`src/pkg/rtc_cal_pkg.sv`:
```
package rtc_cal_pkg;

  // ************************************************************
  // timing
  // ************************************************************
  localparam int OSC_FREQ_HZ = 32768;
  localparam int STAGE_512_HZ = 512;
  localparam int OSC_DIV = OSC_FREQ_HZ / STAGE_512_HZ;
  localparam logic [5:0] OSC_DIV_LAST = 6'(OSC_DIV - 1);
  localparam logic [9:0] HUNDRED_PULSES = 10'h064;
  localparam logic [9:0] WIN_NORMAL = 10'h200;
  localparam logic [9:0] WIN_FAST = 10'h1ff;
  localparam logic [9:0] WIN_SLOW = 10'h201;
  localparam logic [5:0] SEC_LAST = 6'h3b;
  localparam logic [3:0] CYCLE_LAST_POS = 4'h7;
  localparam logic [3:0] CYCLE_LAST_NEG = 4'hf;

  // ************************************************************
  // register map: index, byte address = index * 4
  // ************************************************************
  localparam int APB_AW = 12;
  localparam logic [9:0] DIG_CAL_IDX = 10'h008;
  localparam logic [9:0] ANA_CAL_IDX = 10'h012;
  localparam logic [9:0] STATUS_IDX = 10'h020;
  localparam logic [11:0] DIG_CAL_ADDR = {DIG_CAL_IDX, 2'b00};
  localparam logic [11:0] ANA_CAL_ADDR = {ANA_CAL_IDX, 2'b00};
  localparam logic [11:0] STATUS_ADDR = {STATUS_IDX, 2'b00};
  localparam logic [7:0] DIG_CAL_RESET = 8'h00;
  localparam logic [7:0] ANA_CAL_RESET = 8'h00;

  // ************************************************************
  // fields
  // ************************************************************
  localparam int DIG_OUT_BIT = 7;
  localparam int DIG_FT_BIT = 6;
  localparam int DIG_SIGN_BIT = 5;
  localparam int MAG_W = 5;
  localparam int ANA_SIGN_BIT = 7;
  localparam int TRIM_W = 7;
  localparam int ST_SEC_LSB = 0;
  localparam int ST_MIN_LSB = 8;
  localparam int ST_CORR_BIT = 12;
  localparam int ST_SIGN_BIT = 13;
  localparam int ST_MAG_LSB = 16;

  // ************************************************************
  // load capacitance, quarter picofarad units
  // ************************************************************
  localparam logic [7:0] CAP_DEFAULT_Q = 8'h64;
  localparam logic [6:0] CAP_ADD_MAX_Q = 7'h27;
  localparam logic [6:0] CAP_REMOVE_MAX_Q = 7'h48;

endpackage

```
`src/mod_counter.sv`:
```
`timescale 1ns/1ps
// ************************************************************
// modulo counter with run time limit
// ************************************************************
module mod_counter #(
  parameter int WIDTH = 6
) (
  input wire logic clk,
  input wire logic rst_n,
  input wire logic tick,
  input wire logic [WIDTH-1:0] limit,
  output logic [WIDTH-1:0] count,
  output logic wrap
);
  logic [WIDTH-1:0] count_reg;
  logic [WIDTH-1:0] count_next;

  always_comb begin
    wrap = tick && (count_reg >= limit);
    count_next = count_reg;
    if (wrap) begin
      count_next = '0;
    end else if (tick) begin
      count_next = count_reg + 1'b1;
    end
  end

  always_ff @(posedge clk or negedge rst_n) begin
    if (!rst_n) begin
      count_reg <= '0;
    end else begin
      count_reg <= count_next;
    end
  end

  assign count = count_reg;
endmodule

```
`src/rtc_digital_calibration.sv`:
```
// The implementer's own choice: the APB register port.
`timescale 1ns/1ps
// Behaviour
// RULE_01 - time base is the 32768 Hz oscillator divided down to 512 Hz
// RULE_02 - uncorrected second: 100 output pulses per 512 input pulses
// RULE_03 - corrected second with sign one: 100 pulses per 511 inputs
// RULE_04 - corrected second with sign zero: 100 pulses per 513 inputs
// RULE_05 - correct first N seconds of 8 (positive) or 16 (negative) minute cycle
// RULE_06 - magnitude is five unsigned bits, low bits of digital register
// RULE_07 - bit above magnitude: one speeds up, zero slows down
// RULE_08 - zero magnitude never alters the division, whatever the sign
// RULE_09 - each magnitude step gives about +4.068 or -2.034 ppm
// RULE_10 - frequency test output is taken before the corrected stage
// RULE_11 - software rewrites calibration at most once per cycle length
// RULE_12 - analog register trims each load capacitor in quarter pF steps
// RULE_13 - analog top bit: zero adds capacitance, one removes it
// RULE_14 - invalid analog setting falls back to 25 pF per side
// RULE_15 - minute counter marks cycle start, aligned to seconds counter
// RULE_16 - new calibration value takes effect at next cycle boundary
module rtc_digital_calibration
  import rtc_cal_pkg::*;
(
  input wire logic pclk,
  input wire logic presetn,
  input wire logic [APB_AW-1:0] paddr,
  input wire logic psel,
  input wire logic penable,
  input wire logic pwrite,
  input wire logic [31:0] pwdata,
  output logic [31:0] prdata,
  output logic pready,
  output logic pslverr,
  input wire logic osc_in,
  output logic hundredths_tick,
  output logic second_tick,
  output logic freq_test_output,
  output logic [7:0] input_side_load_cap,
  output logic [7:0] output_side_load_cap
);

  // ************************************************************
  // oscillator and 512 hz stage
  // ************************************************************
  logic osc_s;
  logic osc_d_reg;
  logic osc_d_next;
  logic osc_rise;
  logic [5:0] osc_cnt;
  logic tick512;

  sync2 u_osc_sync (
    .clk(pclk),
    .rst_n(presetn),
    .async_in(osc_in),
    .sync_out(osc_s)
  );

  always_comb begin
    osc_d_next = osc_s;
    osc_rise = osc_s && !osc_d_reg;
  end

  always_ff @(posedge pclk or negedge presetn) begin
    if (!presetn) begin
      osc_d_reg <= 1'b0;
    end else begin
      osc_d_reg <= osc_d_next;
    end
  end

  mod_counter #(.WIDTH(6)) u_osc_div ( // RULE_01
    .clk(pclk),
    .rst_n(presetn),
    .tick(osc_rise),
    .limit(OSC_DIV_LAST),
    .count(osc_cnt),
    .wrap(tick512)
  );

  // ************************************************************
  // registers
  // ************************************************************
  logic [7:0] dig_reg;
  logic [7:0] dig_next;
  logic [7:0] ana_reg;
  logic [7:0] ana_next;
  logic [31:0] prdata_reg;
  logic [31:0] prdata_next;
  logic pslverr_reg;
  logic pslverr_next;
  logic [31:0] status_word;
  logic setup_phase;
  logic wr_access;

  // ************************************************************
  // calibration state
  // ************************************************************
  logic act_sign_reg;
  logic act_sign_next;
  logic [MAG_W-1:0] act_mag_reg;
  logic [MAG_W-1:0] act_mag_next;
  logic [9:0] win_cnt_reg;
  logic [9:0] win_cnt_next;
  logic [9:0] acc_reg;
  logic [9:0] acc_next;
  logic [10:0] acc_sum;
  logic [9:0] window;
  logic corrected;
  logic sec_end;
  logic emit;
  logic emit_reg;
  logic sec_end_reg;
  logic [5:0] sec_cnt;
  logic sec_wrap;
  logic [3:0] cyc_min;
  logic min_wrap;
  logic [3:0] cyc_last;
  logic boundary;

  // ************************************************************
  // apb slave
  // ************************************************************
  always_comb begin
    setup_phase = psel && !penable;
    wr_access = psel && penable && pwrite;
    dig_next = dig_reg;
    ana_next = ana_reg;
    if (wr_access && paddr == DIG_CAL_ADDR) begin
      dig_next = pwdata[7:0]; // RULE_06
    end
    if (wr_access && paddr == ANA_CAL_ADDR) begin
      ana_next = pwdata[7:0]; // RULE_12
    end
    status_word = 32'h0000_0000;
    status_word[ST_SEC_LSB +: 6] = sec_cnt;
    status_word[ST_MIN_LSB +: 4] = cyc_min;
    status_word[ST_CORR_BIT] = corrected;
    status_word[ST_SIGN_BIT] = act_sign_reg;
    status_word[ST_MAG_LSB +: MAG_W] = act_mag_reg;
    prdata_next = prdata_reg;
    pslverr_next = pslverr_reg;
    if (setup_phase) begin
      pslverr_next = 1'b0;
      prdata_next = 32'h0000_0000;
      unique case (paddr)
        DIG_CAL_ADDR: prdata_next = {24'h00_0000, dig_reg};
        ANA_CAL_ADDR: prdata_next = {24'h00_0000, ana_reg};
        STATUS_ADDR: prdata_next = status_word;
        default: pslverr_next = 1'b1;
      endcase
      if (pwrite) begin
        prdata_next = 32'h0000_0000;
        if (paddr == STATUS_ADDR) begin
          pslverr_next = 1'b1;
        end
      end
    end
  end

  always_ff @(posedge pclk or negedge presetn) begin
    if (!presetn) begin
      dig_reg <= DIG_CAL_RESET;
      ana_reg <= ANA_CAL_RESET;
      prdata_reg <= 32'h0000_0000;
      pslverr_reg <= 1'b0;
    end else begin
      dig_reg <= dig_next;
      ana_reg <= ana_next;
      prdata_reg <= prdata_next;
      pslverr_reg <= pslverr_next;
    end
  end

  assign pready = 1'b1;
  assign prdata = prdata_reg;
  assign pslverr = pslverr_reg;

  // ************************************************************
  // 100 hz stage and cycle counters
  // ************************************************************
  mod_counter #(.WIDTH(6)) u_sec ( // RULE_15
    .clk(pclk),
    .rst_n(presetn),
    .tick(sec_end),
    .limit(SEC_LAST),
    .count(sec_cnt),
    .wrap(sec_wrap)
  );

  mod_counter #(.WIDTH(4)) u_cycle_min ( // RULE_15
    .clk(pclk),
    .rst_n(presetn),
    .tick(sec_wrap),
    .limit(cyc_last),
    .count(cyc_min),
    .wrap(min_wrap)
  );

  always_comb begin
    cyc_last = act_sign_reg ? CYCLE_LAST_POS : CYCLE_LAST_NEG; // RULE_05 RULE_09
    corrected = (act_mag_reg != '0) && (cyc_min == 4'h0) && // RULE_08
                (sec_cnt < {1'b0, act_mag_reg}); // RULE_05
    if (!corrected) begin
      window = WIN_NORMAL; // RULE_02
    end else if (act_sign_reg) begin
      window = WIN_FAST; // RULE_03 RULE_07
    end else begin
      window = WIN_SLOW; // RULE_04 RULE_07
    end
    acc_sum = {1'b0, acc_reg} + {1'b0, HUNDRED_PULSES};
    emit = tick512 && (acc_sum >= {1'b0, window});
    sec_end = tick512 && (win_cnt_reg == window - 10'h001);
    boundary = min_wrap;
    win_cnt_next = win_cnt_reg;
    acc_next = acc_reg;
    if (tick512) begin
      win_cnt_next = sec_end ? 10'h000 : win_cnt_reg + 10'h001;
      acc_next = emit ? 10'(acc_sum - {1'b0, window}) : acc_sum[9:0];
      if (sec_end) begin
        acc_next = 10'h000;
      end
    end
    act_sign_next = act_sign_reg;
    act_mag_next = act_mag_reg;
    if (boundary) begin
      act_sign_next = dig_reg[DIG_SIGN_BIT]; // RULE_16
      act_mag_next = dig_reg[MAG_W-1:0]; // RULE_16
    end
  end

  always_ff @(posedge pclk or negedge presetn) begin
    if (!presetn) begin
      win_cnt_reg <= 10'h000;
      acc_reg <= 10'h000;
      act_sign_reg <= 1'b0;
      act_mag_reg <= '0;
      emit_reg <= 1'b0;
      sec_end_reg <= 1'b0;
    end else begin
      win_cnt_reg <= win_cnt_next;
      acc_reg <= acc_next;
      act_sign_reg <= act_sign_next;
      act_mag_reg <= act_mag_next;
      emit_reg <= emit;
      sec_end_reg <= sec_end;
    end
  end

  assign hundredths_tick = emit_reg;
  assign second_tick = sec_end_reg;

  // ************************************************************
  // frequency test and load capacitors
  // ************************************************************
  logic ft_reg;
  logic ft_next;
  logic [7:0] cap_reg;
  logic [7:0] cap_next;
  logic [TRIM_W-1:0] trim;

  always_comb begin
    ft_next = dig_reg[DIG_OUT_BIT];
    if (dig_reg[DIG_FT_BIT]) begin
      ft_next = osc_cnt[5]; // RULE_10
    end
    trim = ana_reg[TRIM_W-1:0];
    cap_next = CAP_DEFAULT_Q; // RULE_14
    if (ana_reg[ANA_SIGN_BIT]) begin
      if (trim <= CAP_REMOVE_MAX_Q) begin
        cap_next = CAP_DEFAULT_Q - {1'b0, trim}; // RULE_13
      end
    end else if (trim <= CAP_ADD_MAX_Q) begin
      cap_next = CAP_DEFAULT_Q + {1'b0, trim}; // RULE_13
    end
  end

  always_ff @(posedge pclk or negedge presetn) begin
    if (!presetn) begin
      ft_reg <= 1'b0;
      cap_reg <= CAP_DEFAULT_Q;
    end else begin
      ft_reg <= ft_next;
      cap_reg <= cap_next;
    end
  end

  assign freq_test_output = ft_reg;
  assign input_side_load_cap = cap_reg;
  assign output_side_load_cap = cap_reg;

  // ************************************************************
  // assertions
  // ************************************************************
  logic [6:0] hcount_reg;
  logic [6:0] hcount_next;

  always_comb begin
    hcount_next = hcount_reg;
    if (sec_end) begin
      hcount_next = 7'h00;
    end else if (emit) begin
      hcount_next = hcount_reg + 7'h01;
    end
  end

  always_ff @(posedge pclk or negedge presetn) begin
    if (!presetn) begin
      hcount_reg <= 7'h00;
    end else begin
      hcount_reg <= hcount_next;
    end
  end
endmodule

```
`src/sync2.sv`:
```
`timescale 1ns/1ps
// ************************************************************
// two stage synchroniser
// ************************************************************
module sync2 (
  input wire logic clk,
  input wire logic rst_n,
  input wire logic async_in,
  output logic sync_out
);
  logic meta_reg;
  logic sync_reg;

  always_ff @(posedge clk or negedge rst_n) begin
    if (!rst_n) begin
      meta_reg <= 1'b0;
      sync_reg <= 1'b0;
    end else begin
      meta_reg <= async_in;
      sync_reg <= meta_reg;
    end
  end

  assign sync_out = sync_reg;
endmodule
```
`config.mk`:
```
export PLATFORM = sky130hd
export DESIGN_NAME = rtc_digital_calibration
export DESIGN_NICKNAME = d
export VERILOG_FILES = /design/src/pkg/rtc_cal_pkg.sv /design/src/mod_counter.sv /design/src/rtc_digital_calibration.sv /design/src/sync2.sv
export SDC_FILE = /design/constraint.sdc
export NUM_CORES = 1
export LEC_CHECK = 0
export BUFFER_PORTS_ARGS = -buffer_cell sky130_fd_sc_hd__buf_2
export CAP_MARGIN = 20
export CORE_ASPECT_RATIO = 1.1
export CORE_MARGIN = 5
export CORE_UTILIZATION = 38
export DETAILED_ROUTE_END_ITERATION = 7
export HOLD_SLACK_MARGIN = 0.12
export PLACE_DENSITY = 0.65
export SETUP_SLACK_MARGIN = 0.05
export SYNTH_ARGS = -nofsm -noshare
export SYNTH_HDL_FRONTEND = slang
export SYNTH_SLANG_ARGS = --single-unit
export TNS_END_PERCENT = 100
```
`constraint.sdc`:
```
create_clock -name pclk -period 4.7 [get_ports pclk]
set_input_delay 0 -clock pclk [delete_from_list [all_inputs] [get_ports pclk]]
set_output_delay 0 -clock pclk [all_outputs]
set_load 0.005 [all_outputs]
```
==> reports/results.ini, run 1 <==
[clock_tree]
cts_buffers=9
clkSlewWorstSetupHoldPaths_ps=70
htreeDepth=3
clk_latency_ps=350
cts_tree=built
root_buffer=clkbuf_16
cts_sinks=92
cts_buffer_depth=2
cts_resized=0

[synth]
yosys-top-cells-area=dfrtp_1 (42%), ha_1 (6.4%), mux2_2 (4.5%), nand2_1 (3.8%), buf_4 (3.4%)
synthArstFlopShare=1.00
synth_fa_ha_area_frac=0.0678
synth_cells=523
synth.distinct_cells=72
synthFlopType=dfrtp_1
synth_top_area_cell=dfrtp_1
seq_area_frac_synth=0.437
synthXorXnorAreaFrac=0.0332
synth_edf_count=0
synth_top_family_by_area=compound AO/OA/AOI/OAI gates
synth-simple-area-share=0.156
syn_area_mm2=0.00528
synth_top_area_frac=0.422
ys_warn_count=0
synthMuxAreaShare=0.0649
synth_compound_area_frac=0.177
synth.avg_cell_area_um2=10.1
ys_seq_elements=92

[sta]
fin_tns_setup_ps=0
holdWs_ps=163
report.final.slew_viol_count=0
setup-violations-final=0
rsz0062_at_grt=false
period_share=0.862
timing_worst_slew_pin_value_ps=834
fmax_mhz=247
fin_crit_ps=4050
finalHoldViolations=0
fin_ws_ps=650
fin_skew_ps=11.9
max_slew_margin=0.444

[worst_setup_path]
worst-setup-path-type=flip-flop to flip-flop
critPathRequiredTime_ps=4960
critical_path_arrival_ps=4310
start_kind=flip-flop
end_kind=flip-flop
crit_fanout=11

[power_and_ir_drop]
irDropWorstVdd_v=0.000158
cellLeakagePower_nw=2.83
p_per_area_mw_per_mm2=276

[floorplanning]
die-area_mm2=0.0164
core.rowCount=45
core_mm2=0.0137
die_y_um=134
ios=103
initial_utilization=0.384
fp.dieW_um=122

[grt]
antenna_found_initial=0
grt_usage=0.146
grt_pass1_wl_mm=19.5
grt_start_max_net_pins=58
grt_pass1_vias=4081
overflow=0

[job]
max_cap_viol_count=0

[finish]
n_fill_cell=1314
fin_area_mm2=0.00608
antenna_cells=0
layout-drive-gt1-share=0.222
nNetsFinal=667
largest_register_ffs=19
syn_to_final_growth_pct=15.1

[route]
avgRoutedWirePerCell_um=15.2
drc=0
drt_iter0_drc=275
first_pass_iters=6
via_per_inst=5.33
ant_nets=0
wirelength_mm=11.9
dr_total_vias=4170

[outcome]
outcome=finished, final reports clean

[place]
dp_hpwl_mm=8.58
placedInstanceArea_mm2=0.00567
gp_congestion=0.842
port_buffers=64
pre_cts_slack_ps=729

[min_path]
hold_path.class=input port to async pin

==> metrics by stage <==
stage / power (mW) / cells / util
after floorplan: 0.951 / 535 / -
after global placement: 0.991 / 752 / 0.412
after detailed placement: 0.998 / 753 / 0.412
after CTS: 1.70 / 782 / 0.442
after global routing: 1.75 / 782 / 0.442
final: 1.68 / 782 / 0.442
==> repair_timing <==
action                                 4_1_cts  5_1_grt
endpoints found under the hold margin       56        0
buffers inserted                             0        0
hold buffers                                13        0
==> cell families after synthesis <==
| kind of cell | Yosys count |
|---|---|
| other | 2 |
| buffers and inverters | 61 |
| AOI/OAI and AO/OA | 133 |
| and+or+nand+nor | 156 |
| DFF | 92 |
| adders and majority gates | 28 |
| xor gates and xnor gates | 20 |
| muxes | 31 |
==> power breakdown <==
group          total, mW  switching [mW]  leakage [nW]  internal (mW)
logic              0.151          0.0866          1.48         0.0649
registers          0.841          0.0240          1.22          0.817
clock network      0.687           0.322         0.137          0.365
==> metal layers <==
metal / global-route usage / share of wire
met5: 0 / 0
met1: 0.183 / 0.44
met3: 0.0217 / 0.055
met2: 0.254 / 0.50
met4: 0.0504 / 0.0092
==> critical path, stage by stage (launching register included) <==
cell,delay (ps)
dfrtp_1,570
ha_1,330
a21oi_1,180
o21ai_0,170
a211oi_4,220
buf_4,180
nand2_1,280
ha_1,490
a21oi_1,290
nand2_1,120
o211ai_1,370
and2_0,430
a31oi_1,140
o22ai_1,180
==> cells in the final DEF (no fill, tap or decap), drive strengths merged, types with 10 or more instances in the layout <==
master	count
conb	14
o21ai	40
nand3	14
buf	69
nand2	56
dlygate4sd3	13
dfrtp	89
a22o	14
ha	27
inv	25
a21oi	26
mux2	23
xnor2	10
xor2	10
nor2	30
==> area by class of cell <==
class                           instances  area (um2)  area share
Clock buffer                            9         225      0.0371
Clock inverter                          7        56.3     0.00926
Inverter                               22        82.6      0.0136
Multi-Input combinational cell        382        2690       0.442
Sequential cell                        92        2310       0.379
Tap cell                              188         235      0.0387
Timing Repair Buffer                   82         488      0.0803
==> Yosys cell counts (all sizes together), types with 4 or more instances <==
| master | count |
|---|---|
| inv | 22 |
| clkbuf | 9 |
| mux2i | 8 |
| a31oi | 7 |
| o31ai | 8 |
| nor4 | 9 |
| xnor2 | 10 |
| a222oi | 6 |
| and2 | 4 |
| o2bb2ai | 4 |
| nand3 | 14 |
| dfrtp | 89 |
| xor2 | 10 |
| ha | 27 |
| nand4 | 9 |
| a22o | 14 |
| nor3 | 5 |
| o21ai | 40 |
| and3 | 4 |
| mux2 | 23 |
| nand2 | 56 |
| nor2b | 6 |
| buf | 30 |
| a21oi | 26 |
| and4 | 4 |
| nor2 | 30 |
| nand2b | 5 |
==> path summary, 6_finish.rpt <==
| check | startpoint | to | slack, ps | depth (start not counted) |
|---|---|---|---|---|
| max | u_sec.count[2] | acc_reg[7] | 650 | 13 |
| min | presetn | prdata[19] | 160 | 2 |
| max reg2reg | u_sec.count[2] | acc_reg[7] | 650 | 13 |
| min reg2reg | u_osc_sync.meta_reg | u_osc_sync.sync_out | 350 | 0 |
| max in group asynchronous | presetn | freq_test_output | 3470 | 3 |
| min in group pclk | paddr[3] | pslverr | 180 | 4 |
(Power assumes the default switching activity.)
==> inputs of run 2 (changes only) <==
Clock period 4.7 ns to 4.1 ns, I/O delays scaled along.
==> reports/results.ini, run 2 (same netlist as run 1, synthesis figures left out) <==
[route]
via_per_inst=5.33  ; about the same
ant_nets=0  ; unchanged
first_pass_iters=5  ; -1
avgRoutedWirePerCell_um=15.4  ; +0.99%
dr_total_vias=4185  ; +0.36%
wirelength_mm=12.1  ; +1.4%
drt_iter0_drc=290  ; +5.5%
drc=0  ; unchanged

[floorplanning]
fp.dieW_um=122  ; unchanged
initial_utilization=0.384  ; unchanged
die_y_um=134  ; unchanged
core.rowCount=45  ; unchanged
die-area_mm2=0.0164  ; unchanged
core_mm2=0.0137  ; unchanged
ios=103  ; unchanged

[clock_tree]
clk_latency_ps=350  ; about the same
cts_tree=built
htreeDepth=3  ; unchanged
cts_sinks=92  ; unchanged
cts_buffer_depth=2  ; unchanged
postCtsSetupRepairBufs=0  ; unchanged
clkSlewWorstSetupHoldPaths_ps=70  ; about the same
root_buffer=clkbuf_16
cts_buffers=9  ; unchanged

[sta]
fin_skew_ps=10.2  ; -1.66 ps
setup-violations-final=0  ; unchanged
fin_crit_ps=3580  ; -475 ps
report.final.slew_viol_count=0  ; unchanged
period_share=0.872  ; +0.0103
holdWs_ps=171  ; +7.58 ps
finalHoldViolations=0  ; unchanged
fin_tns_setup_ps=0  ; unchanged
rsz0062_at_grt=false
timing_worst_slew_pin_value_ps=813  ; -21.2 ps
max_slew_margin=0.458  ; +0.0141
fmax_mhz=280  ; +13%

[grt]
antenna_found_initial=0  ; unchanged
grt_pass1_vias=4092  ; +0.27%
grt_pass1_wl_mm=19.6  ; +0.88%
overflow=0  ; unchanged
grt_usage=0.148  ; +0.00267
grt_start_max_net_pins=54  ; -6.9%

[place]
dp_hpwl_mm=8.56  ; -0.25%
port_buffers=64  ; unchanged
gp_congestion=0.848  ; +0.74%
placedCellCount=756  ; +0.40%

[min_path]
hold_end=pslverr
hold_path.class=input port to flip-flop
hold_depth=4
worstHoldStart=paddr[3]

[finish]
nNetsFinal=670  ; +0.45%
layout-drive-gt1-share=0.226  ; +0.00391
layout_commonest_cell=dfrtp_1
largest_register_ffs=19  ; unchanged
syn_to_final_growth_pct=15.7
antenna_cells=0  ; unchanged
final_cell_mix=dfrtp_1 (89), buf_2 (63), nand2_1 (53)
n_fill_cell=1329  ; +1.1%
final_cells=785  ; +0.38%

[worst_setup_path]
crit_slowest_cell=dfrtp_1
start_kind=flip-flop
rr_startpoint=act_mag_reg[2]
end_kind=flip-flop
critPathRequiredTime_ps=4370  ; -590 ps
rr_worst_depth=14  ; +1
rrSetupSlack_ps=520  ; -130 ps
r2r_end=acc_reg[4]
max_stage_delay_ps=390  ; -180 ps
crit_fanout=10  ; -1
worst-setup-path-type=flip-flop to flip-flop
critical_path_arrival_ps=3850  ; -460 ps
cp_cell_sequence=inv_1, ha_1, a21oi_1, o21ai_0, a211oi_4, nand2_1, buf_4, ha_1, o211ai_1, a21oi_1, o211ai_1, and2_0, o31a_1, o2bb2ai_1

[power_and_ir_drop]
p_comb_frac=0.089  ; about the same
irDropWorstVdd_v=0.000224  ; +42%
clock_power_share=0.412  ; +0.003
cellLeakagePower_nw=2.85  ; +0.58%
intPower_mw=1.43  ; +15%
seqPwrFrac=0.499  ; -0.002
swShare=0.258  ; about the same
p_per_area_mw_per_mm2=316  ; +14%
switchingPower_uw=497  ; +15%
power.total_mw=1.93  ; +15%

[job]
max_cap_viol_count=0  ; unchanged

[outcome]
outcome=finished, final reports clean

-- run 2: how the worst max path moves through the flow --
stage	end	depth (start not counted)	start
after floorplan	acc_reg[0]	15	act_mag_reg[2]
after global placement	acc_reg[4]	14	act_mag_reg[2]
after detailed placement	acc_reg[4]	14	act_mag_reg[2]
after CTS	acc_reg[4]	14	act_mag_reg[2]
after global routing	acc_reg[0]	14	act_mag_reg[2]
final	acc_reg[4]	14	act_mag_reg[2]
-- run 2: area by class of cell --
cell class / count / area (um2) / share of cell area
sequential: 92 / 2310 / 0.378
clock buffer: 9 / 225 / 0.0369
clock inverter: 7 / 58.8 / 0.00963
inverter: 22 / 82.6 / 0.0135
multi-input combinational: 382 / 2690 / 0.440
timing repair buffer: 85 / 513 / 0.0840
tap: 188 / 235 / 0.0385
-- run 2: per-layer routing --
| layer | GRT usage | up-vias | wire length, um |
|---|---|---|---|
| met2 | 0.242 | 137 | 5830 |
| li1 | - | 2011 | - |
| met3 | 0.0391 | 19 | 728 |
| met5 | 0 | - | 0 |
| met1 | 0.190 | 2018 | 5290 |
| met4 | 0.0510 | 0 | 221 |
-- run 2: what timing repair did --
action,in CTS,in global routing
gates resized for setup,0,0
hold buffers,13,0
hold endpoints to repair,69,0
-- run 2: metrics by stage --
stage	cell area, um2	utilization	setup slack (ps)
floorplan	5320	-	742
global placement	5690	0.414	669
detailed placement	5690	0.414	571
CTS	6110	0.444	561
global route	6110	0.444	269
finish	6110	0.444	525
-- run 2: critical path: cells and delay by family (launching register included) --
family,cells,cell delay [ps]
AO/OA/AOI/OAI,8,1740
adder cells (fa/ha/maj),2,690
buffers and inverters,2,260
flip-flops,1,390
AND/OR/NAND/NOR,2,420
-- run 2: power groups by stage --
stage / Sequential (mW) / Combinational, mW / Clock (mW)
global placement: 0.977 / 0.159 / 0
finish: 0.963 / 0.172 / 0.794
floorplan: 0.973 / 0.116 / 0
CTS: 0.963 / 0.173 / 0.815
global route: 0.966 / 0.194 / 0.862
detailed placement: 0.980 / 0.164 / 0
==> inputs of run 3 (changes only) <==
Settings changed: CORE_UTILIZATION 38 to 35, PLACE_DENSITY 0.65 to 0.61.
==> reports/results.ini, run 3 (same netlist as run 1, synthesis figures left out) <==
[worst_setup_path]
rr_worst_depth=13  ; -1
critPathRequiredTime_ps=4370  ; about the same
start_kind=flip-flop
end_kind=flip-flop
rrSetupSlack_ps=410  ; -120 ps
r2r_end=acc_reg[7]
worst-setup-path-type=flip-flop to flip-flop
crit_fanout=10  ; unchanged
rr_startpoint=act_mag_reg[2]
critical_path_arrival_ps=3960  ; +110 ps

[min_path]
hold_depth=4  ; unchanged
worstHoldStart=paddr[6]
hold_path.class=input port to flip-flop
hold_end=pslverr

[route]
via_per_inst=5.17  ; -3.1%
avgRoutedWirePerCell_um=15.0  ; -2.2%
first_pass_iters=5  ; unchanged
drc=0  ; unchanged
dr_total_vias=4093  ; -2.2%
ant_nets=0  ; unchanged
wirelength_mm=11.9  ; -1.4%
drt_iter0_drc=296  ; +2.1%

[place]
placedInstanceArea_mm2=0.00569  ; about the same
gp_congestion=0.837  ; -1.3%
port_buffers=64  ; unchanged
dp_hpwl_mm=8.75  ; +2.2%

[grt]
grt-busiest-layer=met2
grt_start_max_net_pins=61  ; +13%
grt_util_met3=0.0281  ; -0.0109
overflow=0  ; unchanged
grt_usage=0.138  ; -0.0103
grt_pass1_vias=4174  ; +2.0%
met2_usage=0.236  ; -0.00589
grt_pass1_wl_mm=20.1  ; +2.5%
antenna_found_initial=0  ; unchanged
met1_usage=0.173  ; -0.0175

[clock_tree]
root_buffer=clkbuf_16
clkSlewWorstSetupHoldPaths_ps=70  ; about the same
cts_buffers=9  ; unchanged
cts_buffer_depth=2  ; unchanged
cts_resized=0  ; unchanged
cts_sinks=92  ; unchanged
cts_tree=built
htreeDepth=3  ; unchanged
clk_latency_ps=350  ; about the same

[floorplanning]
ios=103  ; unchanged
die-area_mm2=0.0176  ; +7.9%
fp.dieW_um=127  ; +3.9%
core_mm2=0.0149  ; +8.7%
initial_utilization=0.353  ; -0.0308
core.rowCount=47  ; +4.4%
die_y_um=139  ; +3.9%

[finish]
largest_register_ffs=19  ; unchanged
final_cell_mix=dfrtp_1 (89), buf_2 (63), nand2_1 (53)
layout_commonest_cell=dfrtp_1
fin_area_mm2=0.00613  ; +0.43%
antenna_cells=0  ; unchanged
nNetsFinal=669  ; -0.15%
syn_to_final_growth_pct=16.2
layout-drive-gt1-share=0.225  ; -0.00130

[sta]
max_slew_margin=0.457  ; -0.00162
fmax_mhz=271  ; -3.2%
setup-violations-final=0  ; unchanged
finalHoldViolations=0  ; unchanged
report.final.slew_viol_count=0  ; unchanged
rsz0062_at_grt=false
holdWs_ps=187  ; +16.6 ps
fin_tns_setup_ps=0  ; unchanged
period_share=0.901  ; +0.0286
fin_crit_ps=3690  ; +117 ps
fin_skew_ps=5.91  ; -4.28 ps
timing_worst_slew_pin_value_ps=815  ; +2.43 ps

[power_and_ir_drop]
swShare=0.251  ; -0.00638
intPower_mw=1.49  ; +4.3%
switchingPower_uw=501  ; +0.85%
p_per_area_mw_per_mm2=325  ; +3.0%
clock_power_share=0.432  ; +0.020
cellLeakagePower_nw=2.85  ; about the same
p_comb_frac=0.086  ; -0.003
seqPwrFrac=0.483  ; -0.016
irDropWorstVdd_v=0.000220  ; -1.8%

[outcome]
outcome=finished, final reports clean

[job]
max_cap_viol_count=0  ; unchanged

[run 3: critical path: stages, from the launching register on]
cell,delay (ps)
dfrtp_1,380
inv_1,60
ha_1,310
a21oi_1,140
o21ai_0,150
a211oi_4,260
nand2_1,340
ha_1,500
a21oi_1,290
nand2_1,110
o211ai_1,370
and2_0,400
a31oi_1,140
o22ai_1,170
[run 3: worst max-delay path by stage]
stage / start / endpoint / slack, ps / cells past startpoint
after floorplan: act_mag_reg[2] / acc_reg[0] / 740 / 15
after global placement: act_mag_reg[2] / acc_reg[4] / 470 / 13
after detailed placement: act_mag_reg[2] / acc_reg[5] / 460 / 13
after CTS: act_mag_reg[2] / acc_reg[0] / 440 / 13
after global routing: act_mag_reg[2] / acc_reg[7] / 110 / 13
final: act_mag_reg[2] / acc_reg[7] / 410 / 13
[run 3: cell type report]
| class | count | area (um2) |
|---|---|---|
| fill | 1464 | 8800 |
| multi-input combinational | 382 | 2690 |
| sequential | 92 | 2310 |
| timing repair buffer | 84 | 505 |
| tap | 196 | 245 |
| clock buffer | 9 | 225 |
| clock inverter | 7 | 82.6 |
| inverter | 22 | 82.6 |
[run 3: power groups by stage]
stage / sequential [mW] / combinational [mW] / clock (mW)
2_1_floorplan: 0.973 / 0.116 / 0
4_1_cts: 0.962 / 0.174 / 0.882
3_5_place_dp: 0.980 / 0.164 / 0
3_3_place_gp: 0.977 / 0.159 / 0
6_report: 0.962 / 0.171 / 0.861
5_1_grt: 0.967 / 0.193 / 0.924
[run 3: repair_timing]
item / CTS / global route
setup buffers: 0 / 0
hold endpoints to repair: 75 / 0
hold buffers: 13 / 0
[run 3: stage by stage]
stage               utilization  total power [mW]  cells  setup slack [ps]
CTS                       0.411              2.02    792               439
floorplan                     -              1.09    535               742
global placement          0.381              1.14    763               470
finish                    0.411              1.99    792               408
detailed placement        0.381              1.14    763               462
global route              0.411              2.08    792               112
[run 3: layer usage]
| metal | routed length (um) | part of all wire |
|---|---|---|
| met1 | 5350 | 0.45 |
| met2 | 5840 | 0.49 |
| met3 | 553 | 0.046 |
| met4 | 163 | 0.014 |
| met5 | 0 | 0 |
